===== src/dcsc_pkg.sv =====
// shared constants for the dual channel sample capture link
package dcsc_pkg;
  localparam int CLK_PERIOD_NS  = 40;
  localparam int LINK_PERIOD_NS = 320;
  localparam int LINK_HALF_CYC  = LINK_PERIOD_NS / (2 * CLK_PERIOD_NS);
  localparam int SAMPLE_W       = 12;
  localparam int SRC_FIFO_DEPTH = 4;
  localparam int CAPT_DEPTH     = 8;
  localparam bit MODE_RESET     = 1'b1;
  localparam bit LINK_CLK_RESET = 1'b0;
  localparam bit SYNC_RESET     = 1'b0;
  localparam int PTR_RESET      = 0;
endpackage


===== src/dcsc_link_if.sv =====
// link between sample source and capture end
`timescale 1ns/1ns
interface dcsc_link_if #(parameter int W = 12);
  logic         sample_strobe_clock;
  logic [W-1:0] sample_lane;
  logic         sync_strobe;
  modport source (output sample_strobe_clock, output sample_lane, output sync_strobe);
  modport capture (input sample_strobe_clock, input sample_lane, input sync_strobe);
endinterface


===== src/dcsc_fifo.sv =====
// small flop fifo with valid and ready on both sides
`timescale 1ns/1ns
module dcsc_fifo #(
  parameter int WIDTH = 25,
  parameter int DEPTH = 4
) (
  input  wire logic             clk,
  input  wire logic             srst,
  input  wire logic [WIDTH-1:0] in_data,
  input  wire logic             in_valid,
  output logic                  in_ready,
  output logic      [WIDTH-1:0] out_data,
  output logic                  out_valid,
  input  wire logic             out_ready
);
  localparam int AW = (DEPTH > 1) ? $clog2(DEPTH) : 1;
  logic [WIDTH-1:0] mem [DEPTH];
  logic [AW-1:0]    wr_idx;
  logic [AW-1:0]    rd_idx;
  logic [AW:0]      count;
  logic [AW:0]      next_count;
  logic             push;
  logic             pop;

  assign out_valid = (count != '0);
  assign out_data  = mem[rd_idx];
  assign push      = in_valid && in_ready;
  assign pop       = out_valid && out_ready;

  always_comb begin
    next_count = count;
    if (push && !pop) begin
      next_count = count + 1'b1;
    end else if (pop && !push) begin
      next_count = count - 1'b1;
    end
  end

  // ready is registered so the source's port comes from a flop
  always_ff @(posedge clk) begin
    if (srst) begin
      in_ready <= 1'b1;
    end else begin
      in_ready <= (next_count != (AW+1)'(DEPTH));
    end
  end

  always_ff @(posedge clk) begin
    if (push) begin
      mem[wr_idx] <= in_data;
    end
  end

  always_ff @(posedge clk) begin
    if (srst) begin
      wr_idx <= '0;
      rd_idx <= '0;
      count  <= '0;
    end else begin
      if (push) begin
        wr_idx <= (wr_idx == AW'(DEPTH - 1)) ? '0 : wr_idx + 1'b1;
      end
      if (pop) begin
        rd_idx <= (rd_idx == AW'(DEPTH - 1)) ? '0 : rd_idx + 1'b1;
      end
      count <= next_count;
    end
  end
endmodule


===== src/dcsc_source.sv =====
// sample source end: makes the strobe clock and drives lanes and sync
`timescale 1ns/1ns
module dcsc_source
  import dcsc_pkg::*;
#(
  parameter int W     = SAMPLE_W,
  parameter int DEPTH = SRC_FIFO_DEPTH,
  parameter int HALF  = LINK_HALF_CYC
) (
  input  wire logic         clk,
  input  wire logic         srst,
  input  wire logic         dual_mode,
  input  wire logic [W-1:0] in_a,
  input  wire logic [W-1:0] in_b,
  input  wire logic         in_sync,
  input  wire logic         in_valid,
  output logic              in_ready,
  dcsc_link_if.source       link
);
  localparam int PW   = $clog2(2 * HALF) + 1;
  localparam int FW   = 2 * W + 1;
  // one phase early: the lane flops add a cycle before the pins move
  localparam int A_PH = HALF + HALF / 2 - 1;
  localparam int B_PH = HALF / 2 - 1;
  localparam int LAST = 2 * HALF - 1;

  logic [PW-1:0] phase;
  logic [PW-1:0] next_phase;
  logic [FW-1:0] head;
  logic          head_valid;
  logic          take;
  logic [W-1:0]  held_b;
  logic          mode;
  logic          fifo_ready;
  logic          out_ready_q;

  assign next_phase = (phase == PW'(2 * HALF - 1)) ? '0 : phase + 1'b1;
  assign take       = (phase == PW'(A_PH)) && head_valid;
  assign in_ready   = fifo_ready;

  dcsc_fifo #(.WIDTH(FW), .DEPTH(DEPTH)) u_fifo (
    .clk       (clk),
    .srst      (srst),
    .in_data   ({in_sync, in_a, in_b}),
    .in_valid  (in_valid),
    .in_ready  (fifo_ready),
    .out_data  (head),
    .out_valid (head_valid),
    .out_ready (take)
  );

  // clock divider; rising edge when phase wraps to zero
  // reset parks on the last phase so the first high half is full length
  always_ff @(posedge clk) begin
    if (srst) begin
      phase                    <= PW'(LAST);
      link.sample_strobe_clock <= LINK_CLK_RESET;
    end else begin
      phase                    <= next_phase;
      link.sample_strobe_clock <= (next_phase < PW'(HALF));
    end
  end

  // mode only changes at a frame boundary
  always_ff @(posedge clk) begin
    if (srst) begin
      mode <= MODE_RESET;
    end else if (phase == PW'(A_PH)) begin
      mode <= dual_mode;
    end
  end

  // lanes change a quarter period before the edge that samples them
  always_ff @(posedge clk) begin
    if (srst) begin
      link.sample_lane <= '0;
      link.sync_strobe <= SYNC_RESET;
      held_b           <= '0;
    end else if (phase == PW'(A_PH)) begin
      if (head_valid) begin
        link.sample_lane <= head[2*W-1:W];
        link.sync_strobe <= head[FW-1];
        held_b           <= head[W-1:0];
      end else begin
        link.sync_strobe <= 1'b0;
      end
    end else if (phase == PW'(B_PH) && mode) begin
      link.sample_lane <= held_b;
      link.sync_strobe <= 1'b0;
    end else if (phase == PW'(B_PH)) begin
      link.sync_strobe <= 1'b0;
    end
  end
endmodule


===== src/flat_wrapper.sv =====
// flat-port wrapper written by rule: the top's interface ports become plain ports
module dcsc_source_flat import dcsc_pkg::*;
#(
  parameter int W     = SAMPLE_W,
  parameter int DEPTH = SRC_FIFO_DEPTH,
  parameter int HALF  = LINK_HALF_CYC
)
  (clk, srst, dual_mode, in_a, in_b, in_sync, in_valid, in_ready, link_sample_strobe_clock, link_sample_lane, link_sync_strobe);
  dcsc_link_if #(.W(W)) link_i ();
  input  wire logic clk;
  input  wire logic srst;
  input  wire logic dual_mode;
  input  wire logic [W-1:0] in_a;
  input  wire logic [W-1:0] in_b;
  input  wire logic in_sync;
  input  wire logic in_valid;
  output logic in_ready;
  output wire logic [$bits(link_i.sample_strobe_clock)-1:0] link_sample_strobe_clock;
  output wire logic [$bits(link_i.sample_lane)-1:0] link_sample_lane;
  output wire logic [$bits(link_i.sync_strobe)-1:0] link_sync_strobe;
  assign link_sample_strobe_clock = link_i.sample_strobe_clock;
  assign link_sample_lane = link_i.sample_lane;
  assign link_sync_strobe = link_i.sync_strobe;
  dcsc_source #(.W(W), .DEPTH(DEPTH), .HALF(HALF)) u_core (.clk(clk), .srst(srst), .dual_mode(dual_mode), .in_a(in_a), .in_b(in_b), .in_sync(in_sync), .in_valid(in_valid), .in_ready(in_ready), .link(link_i));
endmodule

===== config.mk =====
export PLATFORM = sky130hd
export DESIGN_NAME = dcsc_source_flat
export DESIGN_NICKNAME = d
export VERILOG_FILES = /design/src/dcsc_pkg.sv /design/src/dcsc_link_if.sv /design/src/dcsc_fifo.sv /design/src/dcsc_source.sv /design/src/flat_wrapper.sv
export SDC_FILE = /design/constraint.sdc
export NUM_CORES = 1
export LEC_CHECK = 0
export ABC_AREA = 1
export BUFFER_PORTS_ARGS = -buffer_cell sky130_fd_sc_hd__buf_2
export CORE_ASPECT_RATIO = 1.1
export CORE_UTILIZATION = 55
export DETAILED_ROUTE_END_ITERATION = 8
export HOLD_SLACK_MARGIN = 0.12
export PLACE_DENSITY = 0.79
export SYNTH_ARGS = -nofsm -noshare
export SYNTH_HDL_FRONTEND = slang
export SYNTH_HIERARCHICAL = 1
export SYNTH_SLANG_ARGS = --single-unit

===== constraint.sdc =====
create_clock -name clk -period 5.6 [get_ports clk]
set_input_delay 0 -clock clk [delete_from_list [all_inputs] [get_ports clk]]
set_output_delay 0 -clock clk [all_outputs]
set_load 0.01 [all_outputs]

==> results of run 1 <==
-- flip-flops by register name, indices dropped and copies added (netlist names), named ones only --
signal and count:
u_core/held_b 12, u_core/link.sync_strobe 1, u_core/u_fifo/rd_idx 2, u_core/u_fifo/wr_idx 2, u_core/phase 4, u_core/u_fifo/in_ready 1
u_core/link.sample_lane 12, u_core/mode 1, u_core/link.sample_strobe_clock 1, u_core/u_fifo/count 3, u_core/u_fifo/mem 100
-- per-layer routing --
layer / up-vias / global-route usage / routed length (µm) / share of wire
met5: - / 0 / 0 / 0
met4: 0 / 0.0914 / 221 / 0.018
met3: 23 / 0.0667 / 720 / 0.059
met2: 165 / 0.412 / 6200 / 0.51
met1: 1864 / 0.299 / 5100 / 0.42
li1: 1974 / - / - / -
-- how the worst max path moves through the flow --
stage	startpoint	end	cells past startpoint
global placement	u_core/phase[0]$_SDFF_PP1_	u_core/u_fifo/in_ready$_SDFF_PP1_	10
detailed placement	u_core/phase[0]$_SDFF_PP1_	u_core/u_fifo/in_ready$_SDFF_PP1_	10
floorplan	u_core/u_fifo/in_ready$_SDFF_PP1_	u_core/u_fifo/mem[0][0]$_DFFE_PP_	3
global route	u_core/phase[0]$_SDFF_PP1_	u_core/u_fifo/in_ready$_SDFF_PP1_	10
finish	u_core/phase[0]$_SDFF_PP1_	u_core/u_fifo/in_ready$_SDFF_PP1_	10
CTS	u_core/phase[0]$_SDFF_PP1_	u_core/u_fifo/in_ready$_SDFF_PP1_	10
-- cells in the mapped netlist --
library cell / count
o22ai_1: 25
dfxtp_1: 41
nand4_1: 13
buf_6: 4
nor2_1: 85
buf_2: 11
nand2_1: 80
o211a_1: 1
and3_1: 1
buf_4: 1
inv_2: 5
nand3_1: 20
a21oi_1: 19
inv_1: 31
a21oi_2: 1
clkbuf_1: 13
nand4_4: 1
nand2_2: 4
nand3_2: 1
a211oi_1: 1
nor2_2: 1
nand2_4: 3
edfxtp_1: 100
ha_1: 10
o21ai_0: 56
xor2_1: 1
-- where the power goes --
part / switching [mW] / internal (mW)
registers: 0.0319 / 1.18
clock network: 0.406 / 0.712
logic: 0.183 / 0.103
total: 0.620 / 2.00
-- cell families after synthesis --
group           count (synthesis)
compound gates                103
xor+xnor                        1
fa+ha+maj                      10
buf+inv                        65
flops                         141
simple gates                  209
-- worst max-delay path: stages, from the launching register on --
cell and delay, ns:
dfxtp_1 0.40, ha_1 0.55, nand4_4 0.42, inv_2 0.37, inv_1 0.09, a21oi_2 0.18, nand3_1 0.09, nand2_1 0.09
nand2_1 0.08, nand2_1 0.06, nand3_1 0.07
-- cell type report --
| type | instances | area, µm² |
|---|---|---|
| Sequential cell | 141 | 3820 |
| Fill cell | 728 | 3130 |
| Multi-Input combinational cell | 323 | 1610 |
| Timing Repair Buffer | 78 | 548 |
| Clock buffer | 17 | 414 |
| Clock inverter | 15 | 178 |
| Tap cell | 120 | 150 |
| Inverter | 36 | 135 |
==> metrics.yaml, run 1 <==
postCtsSetupRepairBufs: 0
cts.htree.levels: 4
r2r_slack_ns: 3.06
p_per_area_nw_per_um2: 382
synth_area_um2: 5710
cts_tree: "yes"
clk_pin_slew_ns: 0.06
wirelength_um: 12200
tightestPinTransition_ns: 0.777
die_h_um: 109
synth_cells: 529
gp_congestion: 0.820
drtIter0Drc: 278
synthSimpleGateAreaFrac: 0.158
grt_pass1_wl_um: 19300
ioPinCount: 44
num_antenna_cells: 0
final_common_cell: "edfxtp_1"
path_max_fanout: 26
worst_slack_ns: 3.06
wl_per_cell_um: 16.8
synth_top_family_by_area: "simple AND/OR/NAND/NOR gates"
layout-drive-gt1-share: 0.159
fin_area_um2: 6850
min_to: "u_core/u_fifo/mem[2][10]$_DFFE_PP_"
r2r_start: "u_core/phase[0]$_SDFF_PP1_"
synth_top_area_share: 0.526
worstSetupPathType: "register to register"
area_growth_pct: 20.0
ys_ff_latch: 141
rows: 38
ys_types: 26
grt_usage: 0.243
cp.required_ns: 6.00
hp-class: "input pin to register"
ff2ff_path_depth: 10
slew_headroom: 0.482
ys.warnings.count: 6
status: "finished, final reports clean"
synth_fa_ha_area_frac: 0.0219
coreArea_um2: 9980
ctsResizeCount: 0
irDropWorstVdd_v: 0.000222
cts_hold_buf: 28
arrival_ns: 2.94
insertion_delay_ns: 0.52
hp-start: "in_b[10]"
post-route-period-util: 0.454
rsz0062_at_grt: "false"
fmax_mhz: 394
synth_xor_area_frac: 0.00153
start_util: 0.572
die_area_um2: 10800
setup_violations: 0
drcViolationCount: 0
vias: 4026
num-nets-final: 636
post-route-util: 0.686
syn_nets: 568
hold_viol_final: 0
avgViaCountPerCell: 5.52
antenna_left: 0
cts_buffers: 17
finalSetupTns_ns: 0
placed_cells: 670
antenna_found_initial: 0
layout_min_cycle_time_ns: 2.54
cts_root_buf: "clkbuf_8"
maxCapViolations: 0
crit_path_start_kind: "register"
avgSynthCellArea_um2: 10.8
drv_slew: 0
place_area_um2: 5980
dp_hpwl_um: 7020
r2r_end: "u_core/u_fifo/in_ready$_SDFF_PP1_"
die_w_um: 99.2
fin_cells: 730
dp_slack_ns: 3.10
whs_ns: 0.227
fin_skew_ns: 0.00837
cts.path.max_buffers: 2
p_leak_nw: 2.73
synth.largest_area_cell: "edfxtp_1"
cts_sinks: 141
muxShareOfSynthArea: 0
synth_compound_area_frac: 0.0977
overflow: 0
dr.pass1.iters: 5
grt_start_max_net_pins: 52
synthTopCellsByArea: "edfxtp_1, dfxtp_1, nor2_1"
worstSetupEndpointType: "register"
seq_area_frac_synth: 0.670
grt_pass1_vias: 3963
io_buffers: 43
hold_depth: 2
layout_common_cells: "edfxtp_1, nor2_1, nand2_1, o21ai_0, buf_2"
finalPower_mw: 2.62
Note: power is estimated with default switching activity, not from simulation.
==> run 2: changes to the inputs <==
==> constraint.sdc (replaced) <==
create_clock -name clk -period 2.36 [get_ports clk]
set_input_delay 0 -clock clk [delete_from_list [all_inputs] [get_ports clk]]
set_output_delay 0 -clock clk [all_outputs]
set_load 0.01 [all_outputs]
==> run 2 against run 1 <==
Net effect:
- worst setup slack worse by 2.7 ns
- flip-flop and latch count unchanged
- non-clock buffer count grew 4
- routed wire length shrank 4.1%
- critical path type unchanged
- worst hold slack barely moved
- clock skew decreased by 0.0029 ns
- utilization shrank 0.39 points
- design area fell by 0.57%
- critical path depth increased by 2
- register-to-register slack lost 2.7 ns
- total power is 130% higher
- via count rose by 1.3%
==> metrics.yaml, run 2 (synthesis results as in run 1) <==
die_w_um: 99.2  # unchanged
coreArea_um2: 9980  # unchanged
io_buffers: 43  # unchanged
dp_hpwl_um: 6920  # -1.5%
avgViaCountPerCell: 5.56  # +0.79%
overflow: 0  # unchanged
vias: 4080  # +1.3%
finalSetupTns_ns: 0  # unchanged
largest_reg_flops: 100  # unchanged
grt_pass1_vias: 4008  # +1.1%
placed_cells: 674  # +0.60%
cts.htree.levels: 4  # unchanged
combPwrFrac: 0.119  # +0.010
die_h_um: 109  # unchanged
rsz0062_at_grt: "false"
layout_min_cycle_time_ns: 2.00  # -0.541 ns
clk_pin_slew_ns: 0.06  # about the same
seq_area_um2: 3820  # unchanged
m1WireLength_um: 4870  # -4.5%
wl_per_cell_um: 16.0  # -4.6%
maxCapViolations: 0  # unchanged
start_util: 0.572  # unchanged
final_common_cell: "edfxtp_1"
layout-drive-gt1-share: 0.169  # +0.0104
crit_path_start_kind: "register"
layout_common_cells: "edfxtp_1, nor2_1, nand2_1, o21ai_0, buf_2"
crit_path_cell_trace: "inv_1, ha_1, nand2_4, nand4_4, inv_2, inv_1, a21oi_2, nand3_1, nand2_1, nand2_1, nand2_1, nand3_1"
met2WireLength_um: 5890  # -5.0%
cts_sinks: 141  # unchanged
fin_cells: 734  # +0.55%
dr.pass1.iters: 5  # unchanged
hold_viol_final: 0  # unchanged
drcViolationCount: 0  # unchanged
switching_power_mw: 1.43  # +130%
ioPinCount: 44  # unchanged
arrival_ns: 2.40  # -0.54 ns
drtIter0Drc: 281  # +1.1%
grt_usage: 0.235  # -0.00740
wl_met3_um: 755  # +4.9%
irDropWorstVdd_v: 0.000458  # +110%
antenna_left: 0  # unchanged
worstSetupPathType: "register to register"
p_per_area_nw_per_um2: 865  # +130%
crit_top_cell: "nand2_1"
fmax_mhz: 500  # +27%
power.internal_mw: 4.46  # +120%
regMostFlops: "u_core/u_fifo/mem"
top_regs: "u_core/u_fifo/mem x100, u_core/held_b x12, u_core/link.sample_lane x12"
drv_slew: 0  # unchanged
grt_pass1_wl_um: 19000  # -1.9%
insertion_delay_ns: 0.52  # about the same
worstSetupEndpointType: "register"
post-route-period-util: 0.847  # +0.393
path_max_fanout: 16  # -38%
multi_input_area_um2: 1610  # unchanged
wirelength_um: 11700  # -4.1%
setup_violations: 0  # unchanged
num_antenna_cells: 0  # unchanged
gp_congestion: 0.798  # -2.7%
status: "finished, final reports clean"
slowest_delay_ns: 0.36  # -0.19 ns
die_area_um2: 10800  # unchanged
p_clk_frac: 0.395  # -0.032
slew_headroom: 0.558  # +0.0765
finalPower_mw: 5.89  # +130%
cp.required_ns: 2.76  # -3.24 ns
p_leak_nw: 2.73  # +0.14%
ctsResizeCount: 0  # unchanged
cts_buffers: 17  # unchanged
antenna_found_initial: 0  # unchanged
cp_slowest_cell: "dfxtp_1"
cts_tree: "yes"
grt_start_max_net_pins: 51  # -1.9%
cts_root_buf: "clkbuf_8"
p_seq_frac: 0.487  # +0.023
hp-class: "input pin to register"
rows: 38  # unchanged
routed.top_layer: "met4"
num-nets-final: 640  # +0.63%
cts.path.max_buffers: 2  # unchanged
n_fill_cell: 731  # +0.41%
area_growth_pct: 19.3
tightestPinTransition_ns: 0.662  # -0.115 ns
fin_skew_ns: 0.00546  # -0.00291 ns
swShare: 0.243  # +0.00638
[run 2: changes by cell type in the layout (fill, tap and decap cells not counted), sizes merged]
cell and delta:
clkinv -4, clkinvlp -2, clkbuf +8, buf +4, bufinv -4, inv +2
[run 2: path summary, 6_finish.rpt]
| kind | endpoint | start | slack, ns | cells past startpoint |
|---|---|---|---|---|
| hold reg to reg | u_core/held_b[0]$_SDFFE_PP0P_ | u_core/held_b[0]$_SDFFE_PP0P_ | 0.47 | 2 |
| setup reg to reg | u_core/u_fifo/in_ready$_SDFF_PP1_ | u_core/u_fifo/count[0]$_SDFF_PP0_ | 0.36 | 12 |
| hold / removal | u_core/u_fifo/mem[0][24]$_DFFE_PP_ | in_sync | 0.23 | 2 |
| setup / recovery | u_core/u_fifo/in_ready$_SDFF_PP1_ | u_core/u_fifo/count[0]$_SDFF_PP0_ | 0.36 | 12 |
[run 2: metal layers]
metal,GRT usage,up-vias
met1,0.285,1928
met2,0.405,156
met5,0,-
met3,0.0519,24
met4,0.111,0
li1,-,1972
[run 2: what timing repair did]
item,in CTS,in global routing
hold buffers,28,0
setup buffers,0,0
endpoints found under the hold margin,127,0
[run 2: critical path: cells and delay by family, from the launching register on]
kind,cells,cell delay [ns]
adders and majority gates,1,0.27
and+or+nand+nor,7,0.61
buffers and inverters,3,0.44
AOI/OAI and AO/OA,1,0.19
DFF,1,0.36
[run 2: power groups by stage]
stage               Sequential [mW]  Clock (mW)  Combinational (mW)
detailed placement             2.92           0               0.654
CTS                            2.87        2.35               0.697
global placement               2.91           0               0.633
floorplan                      2.93           0               0.452
global route                   2.88        2.45               0.781
finish                         2.87        2.33               0.699
[run 2: final cells by class]
cell class,count,share of cell area
sequential,141,0.561
multi-input combinational,323,0.236
timing repair buffer,82,0.0848
clock buffer,25,0.0712
tap,120,0.0220
inverter,36,0.0198
clock inverter,7,0.00551
[run 2: through the flow]
step	setup slack (ns)	instance area, µm²	hold slack, ns	utilization
after floorplan	0.293	5710	0.0691	-
after global placement	0.509	6010	0.210	0.602
after detailed placement	0.413	6010	0.216	0.602
after CTS	0.367	6820	0.206	0.683
after global routing	0.0883	6820	0.231	0.683
final	0.361	6820	0.227	0.683
